$ cat config.mk
export PLATFORM = sky130hd
export DESIGN_NAME = omc_clock_ctrl
export DESIGN_NICKNAME = d
export VERILOG_FILES = /design/src/core/omc_pkg.sv /design/src/core/omc_clock_ctrl.sv
export SDC_FILE = /design/constraint.sdc
export NUM_CORES = 1
export LEC_CHECK = 0
export BUFFER_PORTS_ARGS = -buffer_cell sky130_fd_sc_hd__buf_2
export CAP_MARGIN = 20
export CORE_ASPECT_RATIO = 1.5
export CORE_MARGIN = 1.5
export CORE_UTILIZATION = 45
export CTS_CLUSTER_DIAMETER = 60
export CTS_CLUSTER_SIZE = 28
export DETAILED_ROUTE_END_ITERATION = 10
export PLACE_DENSITY = 0.77
export SYNTH_ARGS = -nofsm -noshare
export SYNTH_HDL_FRONTEND = slang
export SYNTH_SLANG_ARGS = --single-unit
$ cat constraint.sdc
create_clock -name sys_clk -period 1.82 [get_ports sys_clk]
set_input_delay 0.182 -clock sys_clk [delete_from_list [all_inputs] [get_ports sys_clk]]
set_output_delay 0.182 -clock sys_clk [all_outputs]
set_load 0.005 [all_outputs]
$ cat src/core/omc_pkg.sv
package omc_pkg;

    // Operating modes reported on opMode
    typedef enum logic [2:0] {
        MD_NORMAL,
        MD_SLOW,
        MD_IDLE0,
        MD_IDLE1,
        MD_SLEEP0,
        MD_SLEEP1
    } omc_mode_e;

    // Source currently feeding the system clock
    typedef enum logic [1:0] {
        SRC_OFF,
        SRC_FAST,
        SRC_SLOW,
        SRC_SUB
    } omc_src_e;

    // Register word addresses (word index in avs_address)
    localparam logic [1:0] ADDR_MODE_CTRL = 2'h0;
    localparam logic [1:0] ADDR_AUX_CTRL = 2'h1;
    localparam logic [1:0] ADDR_STATUS = 2'h2;

    // Mode control register fields
    localparam int CKS_MSB = 7;
    localparam int CKS_LSB = 5;
    localparam int QUICK_BIT = 4;
    localparam int IDLE_SEL_BIT = 1;
    localparam int FAST_SEL_BIT = 0;
    // Auxiliary control register fields
    localparam int LVD_BIT = 0;
    localparam int KEEP_ON_BIT = 1;

    // Divider codes: below 2 means slow clock, shift = 8 - code
    localparam logic [2:0] CKS_FAST_MIN = 3'h2;
    localparam logic [3:0] DIV_SHIFT_BASE = 4'h8;

    // Oscillator settle counts, in oscillator cycles
    localparam logic [10:0] XTAL_SETTLE_CYC = 11'h400;
    localparam logic [10:0] FAST_RC_SETTLE_CYC = 11'h010;
    localparam logic [10:0] SLOW_RC_SETTLE_CYC = 11'h002;

    // Whole state of the controller
    typedef struct packed {
        omc_mode_e mode;
        logic [2:0] cks;
        logic quickWake;
        logic slowRdy;
        logic fastRdy;
        logic idleSel;
        logic fastSel;
        logic low_voltage_detect_enable;
        logic keepOn;
        logic subBoot;
        logic [9:0] fastCnt;
        logic [9:0] slowCnt;
        logic waitReq;
        logic [31:0] rdata;
        logic cpuEn;
        logic fastOscEn;
        logic slowOscEn;
        logic subEn;
        logic wdtClk;
        logic tbcEn;
        logic wdtFunc;
        omc_src_e src;
        logic [2:0] divShift;
    } omc_state_s;

    localparam omc_state_s ST_RESET = '{
        mode: MD_NORMAL, cks: 3'h0, quickWake: 1'b0, slowRdy: 1'b0,
        fastRdy: 1'b0, idleSel: 1'b1, fastSel: 1'b1, low_voltage_detect_enable: 1'b0,
        keepOn: 1'b0, subBoot: 1'b0, fastCnt: 10'h000, slowCnt: 10'h000,
        waitReq: 1'b1, rdata: 32'h0000_0000, cpuEn: 1'b0, fastOscEn: 1'b1,
        slowOscEn: 1'b1, subEn: 1'b1, wdtClk: 1'b1, tbcEn: 1'b1,
        wdtFunc: 1'b0, src: SRC_OFF, divShift: 3'h0
    };

endpackage : omc_pkg

$ cat src/core/omc_clock_ctrl.sv
`timescale 1ns/1ns
module omc_clock_ctrl
    import omc_pkg::*;
(
    input logic sys_clk,
    input logic reset,
    input logic [1:0] avs_address,
    input logic avs_read,
    input logic avs_write,
    input logic [31:0] avs_writedata,
    input logic [3:0] avs_byteenable,
    output logic [31:0] avs_readdata,
    output logic avs_waitrequest,
    input logic haltReq,
    input logic wakeReq,
    input logic fastIsCrystal,
    input logic slowIsCrystal,
    input logic wdtEnabled,
    input logic wdtSrcIsSub,
    input logic fastOscTick,
    input logic slowOscTick,
    output omc_mode_e opMode,
    output logic cpuClkEn,
    output logic fastOscEn,
    output logic slowOscEn,
    output logic subClkEn,
    output logic wdtClkEn,
    output logic tbcClkEn,
    output logic wdtFuncEn,
    output omc_src_e sysClkSrc,
    output logic [2:0] sysDivShift
);

    // Divider code to shift count; zero for undivided or slow
    function automatic logic [2:0] div_shift(input logic fastSel, input logic [2:0] cks);
        logic [3:0] diff;
        diff = DIV_SHIFT_BASE - {1'b0, cks};
        if (fastSel || cks < CKS_FAST_MIN) begin
            return 3'h0;
        end
        return diff[2:0];
    endfunction : div_shift

    // Last tick index before an oscillator counts as stable
    function automatic logic [9:0] osc_last(input logic isXtal, input logic [10:0] rcCyc);
        logic [10:0] cyc;
        cyc = (isXtal ? XTAL_SETTLE_CYC : rcCyc) - 11'h001;
        return cyc[9:0];
    endfunction : osc_last

    omc_state_s st_q;
    omc_state_s st_d;
    logic runFast;
    logic sleep1Need;
    logic [7:0] modeReg;

    // Fast path wanted by the current select bits
    assign runFast = st_q.fastSel || st_q.cks >= CKS_FAST_MIN;
    // Something still needs the substitute clock while asleep
    assign sleep1Need = st_q.low_voltage_detect_enable || (wdtEnabled && wdtSrcIsSub);
    assign modeReg = {st_q.cks, st_q.quickWake, st_q.slowRdy, st_q.fastRdy, st_q.idleSel, st_q.fastSel};

    // Next-state logic for bus, flags, mode and clock gates
    always_comb begin
        st_d = st_q;

        // Bus answer: waitrequest drops one cycle after the request
        st_d.waitReq = 1'b1;
        if ((avs_read || avs_write) && st_q.waitReq) begin
            st_d.waitReq = 1'b0;
            case (avs_address)
                ADDR_MODE_CTRL: st_d.rdata = {24'h00_0000, modeReg};
                ADDR_AUX_CTRL: st_d.rdata = {30'h0000_0000, st_q.keepOn, st_q.low_voltage_detect_enable};
                ADDR_STATUS: st_d.rdata = {27'h000_0000, st_q.cpuEn, 1'b0, st_q.mode};
                default: st_d.rdata = 32'h0000_0000;
            endcase
        end
        // Writes land on the edge that completes the transfer
        if (avs_write && !st_q.waitReq && avs_byteenable[0]) begin
            case (avs_address)
                ADDR_MODE_CTRL: begin
                    st_d.cks = avs_writedata[CKS_MSB:CKS_LSB];
                    st_d.quickWake = avs_writedata[QUICK_BIT];
                    st_d.idleSel = avs_writedata[IDLE_SEL_BIT];
                    st_d.fastSel = avs_writedata[FAST_SEL_BIT];
                end
                ADDR_AUX_CTRL: begin
                    st_d.low_voltage_detect_enable = avs_writedata[LVD_BIT];
                    st_d.keepOn = avs_writedata[KEEP_ON_BIT];
                end
                default: ;
            endcase
        end

        // Fast ready: cleared while the oscillator is off, counts ticks when on
        if (!st_q.fastOscEn) begin
            st_d.fastCnt = 10'h000;
            st_d.fastRdy = 1'b0;
        end else if (!st_q.fastRdy && fastOscTick) begin
            if (st_q.fastCnt == osc_last(fastIsCrystal, FAST_RC_SETTLE_CYC)) begin
                st_d.fastRdy = 1'b1;
            end else begin
                st_d.fastCnt = st_q.fastCnt + 10'h001;
            end
        end
        // Slow ready: same scheme on the slow oscillator
        if (!st_q.slowOscEn) begin
            st_d.slowCnt = 10'h000;
            st_d.slowRdy = 1'b0;
        end else if (!st_q.slowRdy && slowOscTick) begin
            if (st_q.slowCnt == osc_last(slowIsCrystal, SLOW_RC_SETTLE_CYC)) begin
                st_d.slowRdy = 1'b1;
            end else begin
                st_d.slowCnt = st_q.slowCnt + 10'h001;
            end
        end

        // Substitute boot ends once the crystal is stable or the mode leaves normal
        if (st_q.fastRdy || st_q.mode != MD_NORMAL) begin
            st_d.subBoot = 1'b0;
        end

        // Mode sequencing
        case (st_q.mode)
            MD_NORMAL, MD_SLOW: begin
                if (haltReq) begin
                    if (!st_q.idleSel) begin
                        st_d.mode = sleep1Need ? MD_SLEEP1 : MD_SLEEP0;
                    end else begin
                        st_d.mode = st_q.keepOn ? MD_IDLE1 : MD_IDLE0;
                    end
                end else begin
                    st_d.mode = runFast ? MD_NORMAL : MD_SLOW;
                end
            end
            MD_IDLE0, MD_IDLE1, MD_SLEEP0, MD_SLEEP1: begin
                if (wakeReq) begin
                    st_d.mode = runFast ? MD_NORMAL : MD_SLOW;
                    // Substitute clock is dead after sleep0, so no quick wake then
                    if ((st_q.mode == MD_SLEEP1 || st_q.mode == MD_IDLE0) && runFast && st_q.quickWake
                        && fastIsCrystal && !st_q.fastRdy) begin
                        st_d.subBoot = 1'b1;
                    end
                end
            end
            default: st_d.mode = MD_NORMAL;
        endcase

        // Clock gates per mode; outputs are all registered copies
        st_d.divShift = div_shift(st_q.fastSel, st_q.cks);
        st_d.wdtFunc = wdtEnabled;
        st_d.cpuEn = 1'b0;
        st_d.src = SRC_OFF;
        st_d.fastOscEn = 1'b0;
        st_d.slowOscEn = 1'b1;
        st_d.subEn = 1'b1;
        st_d.wdtClk = 1'b1;
        st_d.tbcEn = 1'b1;
        case (st_d.mode)
            MD_NORMAL: begin
                // CPU waits for a stable oscillator unless booting on substitute
                st_d.fastOscEn = 1'b1;
                st_d.cpuEn = st_d.fastRdy || st_d.subBoot;
                if (st_d.fastRdy) begin
                    st_d.src = SRC_FAST;
                end else if (st_d.subBoot) begin
                    st_d.src = SRC_SUB;
                end
            end
            MD_SLOW: begin
                st_d.cpuEn = st_d.slowRdy;
                st_d.src = st_d.slowRdy ? SRC_SLOW : SRC_OFF;
            end
            MD_IDLE0: begin
                st_d.wdtClk = wdtSrcIsSub;
            end
            MD_IDLE1: begin
                st_d.fastOscEn = runFast;
                st_d.src = runFast ? SRC_FAST : SRC_SLOW;
            end
            MD_SLEEP0: begin
                st_d.slowOscEn = 1'b0;
                st_d.subEn = 1'b0;
                st_d.wdtClk = 1'b0;
                st_d.tbcEn = 1'b0;
                st_d.wdtFunc = 1'b0;
            end
            MD_SLEEP1: begin
                st_d.tbcEn = 1'b0;
            end
            default: ;
        endcase
    end

    // State register
    always_ff @(posedge sys_clk) begin
        if (reset) begin
            st_q <= ST_RESET;
        end else begin
            st_q <= st_d;
        end
    end

    // Ports straight from the state flops
    assign avs_readdata = st_q.rdata;
    assign avs_waitrequest = st_q.waitReq;
    assign opMode = st_q.mode;
    assign cpuClkEn = st_q.cpuEn;
    assign fastOscEn = st_q.fastOscEn;
    assign slowOscEn = st_q.slowOscEn;
    assign subClkEn = st_q.subEn;
    assign wdtClkEn = st_q.wdtClk;
    assign tbcClkEn = st_q.tbcEn;
    assign wdtFuncEn = st_q.wdtFunc;
    assign sysClkSrc = st_q.src;
    assign sysDivShift = st_q.divShift;
endmodule : omc_clock_ctrl

==> metrics.md, run 1 <==
| Metric | Value |
|---|---|
| # diodes | `0` |
| Sequential power share | `52.6%` |
| Largest net degree at the start of global routing | `25` |
| Cell with the most instances after synthesis | `dfxtp_1` |
| Top delay family on crit path | `simple AND/OR/NAND/NOR gates` |
| Die W | `between 60 and 70 um` |
| Slowest cell on the critical path | `or4_4` |
| Worst Setup SP | `modeReg[5]$_SDFFE_PP0P_` |
| Power density over cell area | `approximately 700 nW/um^2` |
| Internal cell power | `about 1.8 mW` |
| Type of the most critical hold path | `input port to flop` |
| Largest family of logic cells by synthesized area | `simple AND/OR/NAND/NOR gates` |
| Vias per cell | `5.28` |
| Antenna-violating nets left | `0` |
| Top-area cell type share of the netlist area | `38.1%` |
| Syn-to-layout area delta | `17.4%` |
| Cell Rows | `35` |
| Crit path max fanout | `7` |
| Post-synthesis simple-gate area fraction | `between 20% and 30%` |
| Cell taking the most area after synthesis | `dfxtp_1` |
| Slew HR | `roughly 62%` |
| Asr flop ratio synth | `0%` |
| F_max | `0.501 GHz` |
| Hold Path Origin | `avs_writedata[6]` |
| Ports | `between 90 and 100` |
| Layout Utilization | `54.4%` |
| Multiplexer area fraction after synthesis | `5.82%` |
| Layout cell share with drive strength beyond 1 | `28.4%` |
| Power, Total | `2.36 mW` |
| Final Instance Area | `3330 sq um` |
| WP buf/inv | `2` |
| First-pass GRT wire length | `10.1 mm` |
| Final Hold Fails | `0` |
| Final std cells w/o fill | `461` |
| Core ar. | `6130 sq um` |
| Compound-Gate Fraction of Synth Area | `11.5%` |
| Synth Area in Adders | `around 1.8%` |
| CP startpoint kind | `flop` |
| Synth area leaders | `dfxtp_1 38%, buf_4 11%, mux2i_1 5.3%, nor2_1 4.4%, a21oi_1 3.5%` |
| Critical path class | `flop to flop` |
| RePlAce Congestion | `about 0.90` |
| Required @ worst endpoint | `2020 ps` |
| Max-cap violations | `0` |
| Die area | `6800 sq um` |
| RSZ-0062 raised after global routing | `yes` |
| Clk Latency, worst-skew pair | `~320 ps` |
| Number of enable flip-flop cells after synthesis | `0` |
| Clock share of power | `35.3%` |
| Global Route Usage Sum | `19.6%` |
| Chip Height | `100 um` |
| CTS sink cnt | `54` |
| Distinct cell type count after synthesis | `53` |
| Status | `complete, but fails checks` |
| Initial Utilization | `46.3%` |
| Post-Synth XOR/XNOR Area | `under 10%` |
| Synthesized flop and latch total | `54` |
| Worst stage delay on the critical path | `~440 ps` |
| Total negative slack | `-770 ps` |
| Final Critical Period | `2000 ps` |
| H-tree Lvls | `2` |
| Failing checks | `negative setup slack` |
| Synth Cell Area | `2840 sq um` |
| Skew final | `6.87 ps` |
| Switching Share | `25.5%` |
| Critical-path cell list | `inv_4 > ha_4 > or4_4 > a2111oi_4 > nor4bb_4 > buf_4 > o211ai_1 > a21oi_1` |
| Max IR drop VDD | `~0.41 mV` |
| Final WS setup | `-177 ps` |
| WP data arrival | `2200 ps` |
| First-pass iteration count of the detailed router | `5` |
| Number of global-route vias before repair | `2259` |
| Worst-margin pin slew | `572 ps` |
| Placed insts | `451` |
| Initial antenna violation count | `0` |
| DR vias | `2432` |
| TritonCTS clock tree | `built` |
| Placed cell areas | `between 3000 and 4000 sq um` |
| Grt ovf | `0` |
| Wire length per cell | `13.9 um` |
| # nets final | `440` |
| CTS buffer count | `5` |
| Syn Inst Count | `approximately 330` |
| Main flop type after synthesis | `dfxtp_1` |
| HPWL reported at the end of detailed placement | `between 4 and 5 mm` |
| Mean Syn Cell Area | `8.68 sq um` |
| Hold Buf Count CTS | `0` |
| Starting DRT DRC Count | `95` |
| Net Switching | `601 uW` |
| WL final | `6.41 mm` |
| Seq/Total Area, Yosys | `38.1%` |
| Logic gate share of total power | `12.1%` |
| Number of I/O port buffers | `44` |
| RR Startpoint | `modeReg[5]$_SDFFE_PP0P_` |
| Max Slew Vio Count | `0` |
| Final period util | `110%` |
| Buffer levels on the longest clock path | `2` |
| Top cells by count, synth | `54 x dfxtp_1, 42 x buf_4, 33 x nor2_1, 23 x nand2_1, 20 x a21oi_1` |
| Static Leakage | `1.35 nW` |
| Critical path endpoint category | `flop` |
| DR DRC count | `0` |
| CTS clk-pin slew, worst paths | `100 ps` |
| Setup Viol. Count Final | `6` |
| Clk root buf | `clkbuf_8` |
| Synthesis Warnings | `0` |
[per-layer routing]
layer | vias up | track usage, % | routed length (um)
met1 | 1149 | 20.7 | 2440
li1 | 1206 | - | -
met2 | 66 | 36.2 | 3550
met3 | 11 | 3.92 | 264
met5 | - | 0 | 0
met4 | 0 | 8.31 | 156
[per-stage QoR]
step	hold slack, ps	setup slack [ps]
6_report	102	-177
5_1_grt	121	-254
4_1_cts	102	-150
3_5_place_dp	429	-364
3_3_place_gp	421	-313
2_1_floorplan	310	1.53
[power groups by stage]
| stage | Combinational [mW] | Clock (mW) | Sequential (mW) |
|---|---|---|---|
| 2_1_floorplan | 0.213 | 0 | 1.26 |
| 3_3_place_gp | 0.265 | 0 | 1.27 |
| 3_5_place_dp | 0.272 | 0 | 1.27 |
| 4_1_cts | 0.278 | 0.845 | 1.24 |
| 5_1_grt | 0.317 | 0.899 | 1.24 |
| 6_report | 0.286 | 0.833 | 1.24 |
[worst min-delay path, cell delays in order]
cell and delay, ps:
buf_2 80, mux2i_1 50, nor2_1 70
[state kept, by name (all words and copies together), names as in the netlist]
name	count
sysDivShift	3
st_q	23
tbcClkEn	1
opMode	3
fastOscEn	1
wdtClkEn	1
cpuClkEn	1
avs_waitrequest	1
sysClkSrc	2
modeReg	8
avs_readdata	8
slowOscEn	1
wdtFuncEn	1
[kinds of logic (layout without fill, tap and decap cells)]
| group | after synthesis | count (layout) |
|---|---|---|
| other cells | 1 | 24 |
| flops | 54 | 54 |
| xor+xnor | 10 | 10 |
| simple gates | 134 | 134 |
| buf+inv | 59 | 96 |
| fa+ha+maj | 4 | 4 |
| compound gates | 49 | 49 |
| mux | 16 | 16 |
[cells in the final DEF, fill, tap and decap left out, types with 2 or more instances in the layout]
cell      Yosys  layout
a211o_1       2       2
a211oi_1      3       3
a21oi_1      20      17
a21oi_2       0       3
a31oi_1       3       3
and2_1        5       5
and4_1        3       3
buf_2         0      44
buf_4        42      34
clkbuf_8      0       5
conb_1        1      24
dfxtp_1      54      49
dfxtp_2       0       5
ha_1          4       3
inv_1         9       8
mux2i_1      15      15
nand2_1      23      23
nand2b_1      5       5
nand3_1      10      10
nand3b_1      4       4
nand4_1       8       8
nand4b_1      2       2
nor2_1       33      32
nor2b_1       4       4
nor3_1        9       9
nor4_1        6       6
o211ai_1      3       3
o21ai_0       7       6
o21ai_1       2       2
or3_1         6       4
or3_4         0       2
or3b_1        2       2
or4_4         2       2
xnor2_1       7       7
xor2_1        3       3
[repair_timing]
action | in CTS | in global routing
buffers inserted | 1 | 4
setup endpoints to repair | 10 | 11
resized for setup | 1 | 16
pin swaps | 4 | 6
[cell type report]
| cell class | instances | area (sq um) |
|---|---|---|
| timing repair buffer | 78 | 475 |
| clock buffer | 5 | 68.8 |
| clock inverter | 3 | 47.5 |
| inverter | 10 | 40.0 |
| sequential | 54 | 1090 |
| fill | 570 | 2800 |
| multi-input combinational | 237 | 1520 |
| tap | 74 | 92.6 |
[path summary, 6_finish.rpt]
kind,endpoint,slack [ps],depth (start not counted)
setup reg to reg,cpuClkEn$_SDFF_PP0_,-180,8
setup / recovery,cpuClkEn$_SDFF_PP0_,-180,8
hold reg to reg,avs_readdata[5]$_SDFFE_PP0P_,450,2
hold / removal,modeReg[6]$_SDFFE_PP0P_,100,3
No activity file was read; power rests on OpenSTA's default activity.
==> inputs of run 2 (changes only) <==
--- a/config.mk
+++ b/config.mk
@@ -10,6 +10,7 @@
 export CORE_ASPECT_RATIO = 1.5
 export CORE_MARGIN = 1.5
 export CORE_UTILIZATION = 45
+export CTS_BUF_LIST = sky130_fd_sc_hd__clkbuf_16
 export CTS_CLUSTER_DIAMETER = 60
 export CTS_CLUSTER_SIZE = 28
 export DETAILED_ROUTE_END_ITERATION = 10
==> metrics.md, run 2 (synthesis results as in run 1) <==
| Metric | Value |
|---|---|
| RR Endpoint | `fastOscEn$_SDFF_PP1_` |
| Type of the most critical hold path | `input port to flop` |
| Critical path class | `flop to flop` |
| Buffer levels on the longest clock path | `2 (unchanged)` |
| Syn-to-layout area delta | `20.1%` |
| Final Critical Period | `1900 ps (-97.1 ps)` |
| Clk Latency, worst-skew pair | `290 ps (-30 ps)` |
| Initial antenna violation count | `0 (unchanged)` |
| Cell Rows | `35 (unchanged)` |
| Status | `complete, but fails checks` |
| Worst-margin pin slew | `478 ps (-94.2 ps)` |
| First-pass iteration count of the detailed router | `4 (-1)` |
| CP startpoint kind | `flop` |
| Reg-to-reg setup timing slack | `-80 ps (+100 ps)` |
| Max-cap violations | `0 (unchanged)` |
| Die area | `6800 sq um (unchanged)` |
| Number of global-route vias before repair | `2314 (+2.4%)` |
| Power, Total | `2.63 mW (+12%)` |
| Worst stage delay on the critical path | `440 ps (about the same)` |
| WP data arrival | `2130 ps (-70 ps)` |
| FF-to-FF path depth | `7 (-1)` |
| F_max | `0.526 GHz (+5.1%)` |
| Power density over cell area | `771 nW/um^2 (+9.0%)` |
| Hold Path Origin | `avs_writedata[6]` |
| Chip Height | `100 um (unchanged)` |
| RePlAce Congestion | `0.901 (unchanged)` |
| Hold path depth | `3 (unchanged)` |
| # diodes | `0 (unchanged)` |
| Final Instance Area | `3410 sq um (+2.3%)` |
| Max Slew Vio Count | `0 (unchanged)` |
| Final WS setup | `-80.1 ps (+97.1 ps)` |
| WL final | `6.58 mm (+2.6%)` |
| CTS clk-pin slew, worst paths | `70 ps (-30 ps)` |
| TritonCTS clock tree | `built` |
| Initial Utilization | `46.3% (unchanged)` |
| RSZ-0062 raised after global routing | `yes` |
| Layout cell share with drive strength beyond 1 | `28.9% (+0.44 points)` |
| Slew HR | `67.3% (+5.6 points)` |
| Largest Register | `st_q` |
| First-pass GRT wire length | `10.1 mm (+0.61%)` |
| Grt ovf | `0 (unchanged)` |
| CTS sink cnt | `54 (unchanged)` |
| RR Startpoint | `modeReg[5]$_SDFFE_PP0P_` |
| Vias per cell | `5.30 (+0.48%)` |
| Die W | `67.9 um (unchanged)` |
| Largest net degree at the start of global routing | `25 (unchanged)` |
| Fillers | `555 (-2.6%)` |
| Clk root buf | `clkbuf_16` |
| Final Hold Fails | `0 (unchanged)` |
| Wire length per cell | `14.2 um (+2.4%)` |
| Number of I/O port buffers | `44 (unchanged)` |
| Slowest cell on the critical path | `or4_4` |
| Antenna-violating nets left | `0 (unchanged)` |
| Crit path max fanout | `6 (-1)` |
| Hold worst-path end | `modeReg[6]$_SDFFE_PP0P_` |
| Failing checks | `negative setup slack` |
| CTS buffer count | `5 (unchanged)` |
| Global Route Usage Sum | `19.6% (+0.023 points)` |
| DR DRC count | `0 (unchanged)` |
| Final period util | `104% (-5.3 points)` |
| Core ar. | `6130 sq um (unchanged)` |
| Commonest non-fill, non-tap cell in the layout | `dfxtp_1` |
| H-tree Lvls | `2 (unchanged)` |
| HPWL reported at the end of detailed placement | `4.77 mm (unchanged)` |
| Ports | `98 (unchanged)` |
| # nets final | `441 (+0.23%)` |
| Starting DRT DRC Count | `108 (+14%)` |
| Critical path endpoint category | `flop` |
| Most frequent cells in the layout | `49 x dfxtp_1, 44 x buf_2, 33 x buf_4, 32 x nor2_1, 24 x conb_1` |
| Pre-CTS setup slack | `-364 ps (unchanged)` |
| Max reg flops | `23 (unchanged)` |
| Required @ worst endpoint | `2050 ps (+30 ps)` |
| DR vias | `2449 (+0.70%)` |
| Critical-path cell list | `inv_4 > ha_4 > or4_4 > a2111oi_4 > nor4bb_4 > mux2_4 > o21ai_2` |
| Setup Viol. Count Final | `6 (unchanged)` |
| Max IR drop VDD | `0.436 mV (+7.6%)` |
| Static Leakage | `1.39 nW (+2.5%)` |
| Skew final | `5.51 ps (-1.36 ps)` |
| Placed cell areas | `3140 sq um (unchanged)` |
## run 2: changes by cell type in the layout (fill, tap and decap cells not counted), sizes merged
cell  previous run  this run
buf             78        79
## run 2: worst max path at each step
stage,from,end,slack (ps),cells after the start
global route,modeReg[5]$_SDFFE_PP0P_,sysClkSrc[1]$_SDFF_PP0_,-140,7
floorplan,modeReg[5]$_SDFFE_PP0P_,sysClkSrc[1]$_SDFF_PP0_,2,8
detailed placement,st_q[67]$_SDFFE_PP0P_,fastOscEn$_SDFF_PP1_,-360,5
global placement,modeReg[1]$_SDFFE_PP1P_,fastOscEn$_SDFF_PP1_,-310,5
CTS,modeReg[5]$_SDFFE_PP0P_,fastOscEn$_SDFF_PP1_,-140,8
finish,modeReg[5]$_SDFFE_PP0P_,fastOscEn$_SDFF_PP1_,-80,7
## run 2: layer usage
metal	GRT usage (%)	part of all wire [%]	up-vias
li1	-	-	1211
met1	20.3	37	1136
met2	36.6	55	85
met3	3.59	5.0	17
met4	9.08	3.3	0
met5	0	0	-
## run 2: through the flow
step	setup TNS [ps]	std cells	util (%)	hold slack [ps]
finish	-411	462	55.6	128
global route	-778	462	55.6	148
CTS	-434	460	54.3	130
detailed placement	-2390	451	51.3	429
global placement	-1950	451	51.3	421
floorplan	0	350	-	310
## run 2: power breakdown
part / leakage, nW / internal [mW] / total, mW / switching (mW)
Clock: 0.0844 / 0.657 / 1.09 / 0.438
Combinational: 0.863 / 0.131 / 0.294 / 0.163
Sequential: 0.440 / 1.21 / 1.24 / 0.0274
## run 2: layout make-up
type	instances	area [sq um]	area share [%]
well taps	74	92.6	2.72
inverters	10	40.0	1.17
clock buffers	5	125	3.67
clock inverters	3	47.5	1.39
repair buffers	79	490	14.4
multi-input cells	237	1530	44.8
flip-flops and latches	54	1090	31.9
## run 2: worst max-delay path: cells and delay by family, from the launching register on
kind	cells	cell delay (ps)
DFF	1	360
adders and majority gates	1	150
muxes	1	320
buffers and inverters	1	50
and+or+nand+nor	2	570
AOI/OAI and AO/OA	2	380
## run 2: repair_timing
item,in CTS,in global routing
endpoints found under the hold margin,0,0
setup buffers,1,4
setup endpoints to repair,10,11
pin swaps,5,6
hold buffers,0,0
gates resized for setup,1,19
==> inputs of run 3 (changes only) <==
--- a/config.mk
+++ b/config.mk
@@ -14,7 +14,7 @@
 export CTS_CLUSTER_DIAMETER = 60
 export CTS_CLUSTER_SIZE = 28
 export DETAILED_ROUTE_END_ITERATION = 10
-export PLACE_DENSITY = 0.77
+export PLACE_DENSITY = 0.76
 export SYNTH_ARGS = -nofsm -noshare
 export SYNTH_HDL_FRONTEND = slang
 export SYNTH_SLANG_ARGS = --single-unit
==> metrics.md, run 3 (synthesis results as in run 1) <==
| Metric | Value |
|---|---|
| Status | `complete, but fails checks` |
| Failing checks | `negative setup slack` |
| Max IR drop VDD | `0.525 mV (+20%)` |
| Clk root buf | `clkbuf_16` |
| Static Leakage | `1.35 nW (-2.6%)` |
| Core ar. | `6130 sq um (unchanged)` |
| Starting DRT DRC Count | `109 (+0.93%)` |
| Power density over cell area | `741 nW/um^2 (-3.9%)` |
| Area of the multi-input gates | `1500 sq um (-1.5%)` |
| Fillers | `572 (+3.1%)` |
| CP startpoint kind | `flop` |
| Number of I/O port buffers | `44 (unchanged)` |
| Slowest cell on the critical path | `or4_4` |
| Largest net degree at the start of global routing | `25 (unchanged)` |
| Buffer levels on the longest clock path | `2 (unchanged)` |
| Initial antenna violation count | `0 (unchanged)` |
| Crit path max fanout | `6 (unchanged)` |
| First-pass iteration count of the detailed router | `4 (unchanged)` |
| WL final | `6.39 mm (-2.9%)` |
| Final period util | `108% (+4.0 points)` |
| First-pass GRT wire length | `10.0 mm (-1.0%)` |
| Required @ worst endpoint | `2040 ps (about the same)` |
| Layout cell share with drive strength beyond 1 | `27.4% (-1.5 points)` |
| Worst stage delay on the critical path | `450 ps (about the same)` |
| Worst-margin pin slew | `686 ps (+209 ps)` |
| Max reg flops | `23 (unchanged)` |
| Critical path endpoint category | `flop` |
| Final Hold Fails | `0 (unchanged)` |
| RePlAce Congestion | `0.919 (+2.0%)` |
| CTS buffer count | `5 (unchanged)` |
| Initial Utilization | `46.3% (unchanged)` |
| DR DRC count | `0 (unchanged)` |
| Die area | `6800 sq um (unchanged)` |
| Wire length per cell | `13.9 um (-2.7%)` |
| Final Critical Period | `1970 ps (+73.7 ps)` |
| DR vias | `2425 (-0.98%)` |
| Final WS setup | `-154 ps (-73.7 ps)` |
| F_max | `0.507 GHz (-3.7%)` |
| H-tree Lvls | `2 (unchanged)` |
| TritonCTS clock tree | `built` |
| Max Slew Vio Count | `0 (unchanged)` |
| Grt ovf | `0 (unchanged)` |
| Largest Register | `st_q` |
| Skew final | `7.68 ps (+2.17 ps)` |
| Clk Latency, worst-skew pair | `290 ps (about the same)` |
| Chip Height | `100 um (unchanged)` |
| # diodes | `0 (unchanged)` |
| Commonest non-fill, non-tap cell in the layout | `dfxtp_1` |
| # nets final | `440 (-0.23%)` |
| Critical path class | `flop to flop` |
| Register area | `1090 sq um (+0.11%)` |
| Die W | `67.9 um (unchanged)` |
| CTS sink cnt | `54 (unchanged)` |
| Most frequent cells in the layout | `50 x dfxtp_1, 44 x buf_2, 33 x buf_4, 32 x nor2_1, 24 x conb_1` |
| Global Route Usage Sum | `19.6% (-0.028 points)` |
| Vias per cell | `5.26 (-0.77%)` |
| Setup Viol. Count Final | `8 (+2)` |
| Syn-to-layout area delta | `18.0%` |
| Cell Rows | `35 (unchanged)` |
| CTS clk-pin slew, worst paths | `80 ps (about the same)` |
| Slew HR | `53.6% (-14 points)` |
| Max-cap violations | `0 (unchanged)` |
| HPWL reported at the end of detailed placement | `4.88 mm (+2.3%)` |
| Critical-path cell list | `inv_2 > ha_4 > or4_4 > a2111oi_4 > nor4bb_2 > buf_4 > nand4b_1 > a31oi_1` |
| Antenna-violating nets left | `0 (unchanged)` |
| Power, Total | `2.48 mW (-5.6%)` |
| Ports | `98 (unchanged)` |
| Number of global-route vias before repair | `2247 (-2.9%)` |
| Type of the most critical hold path | `input port to flop` |
| Layout Utilization | `54.7% (-0.96 points)` |
| RSZ-0062 raised after global routing | `yes` |
| WP data arrival | `2200 ps (+70 ps)` |
## run 3: critical path: cells and delay by family (launching register included)
kind | cells | cell delay, ps
simple gates | 3 | 790
buf+inv | 2 | 230
fa+ha+maj | 1 | 150
flops | 1 | 340
compound gates | 2 | 390
## run 3: layer usage
metal	GRT usage, %	routed length [um]	up-vias
met3	3.36	284	7
met2	37.0	3540	72
li1	-	-	1207
met5	0	0	-
met1	20.6	2440	1139
met4	7.69	125	0
## run 3: metrics by stage
stage,setup TNS [ps],instances,cell area (sq um),setup slack [ps],hold slack (ps)
6_report,-595,461,3350,-154,133
3_3_place_gp,-1870,450,3140,-312,427
4_1_cts,-508,459,3310,-158,136
2_1_floorplan,0,350,2940,1.53,310
3_5_place_dp,-2800,450,3140,-407,433
5_1_grt,-1440,461,3350,-249,155
## run 3: area by class of cell
cell class | count | area share [%]
multi-input cells | 237 | 44.9
flip-flops and latches | 54 | 32.5
repair buffers | 78 | 14.3
clock buffers | 5 | 3.73
well taps | 74 | 2.76
inverters | 10 | 1.12
clock inverters | 3 | 0.709
## run 3: timing repair
item / in CTS / in global routing
buffers inserted: 1 / 4
resized for setup: 5 / 8
pin swaps: 5 / 4
hold buffers: 0 / 0
endpoints found under the setup margin: 11 / 12
cloned: 0 / 0
hold endpoints to repair: 0 / 0
## run 3: worst paths after layout
path | startpoint | to | slack, ps | cells past startpoint
worst min-delay path | avs_writedata[4] | modeReg[4]$_SDFFE_PP0P_ | 130 | 3
worst max-delay path | modeReg[5]$_SDFFE_PP0P_ | sysClkSrc[1]$_SDFF_PP0_ | -150 | 8
worst min register to register | avs_readdata[7]$_SDFFE_PP0P_ | avs_readdata[7]$_SDFFE_PP0P_ | 450 | 2
worst max register to register | modeReg[5]$_SDFFE_PP0P_ | sysClkSrc[1]$_SDFF_PP0_ | -150 | 8
## run 3: power breakdown
group          internal, mW  switching [mW]
combinational         0.123           0.153
sequential             1.21          0.0260
clock                 0.515           0.454
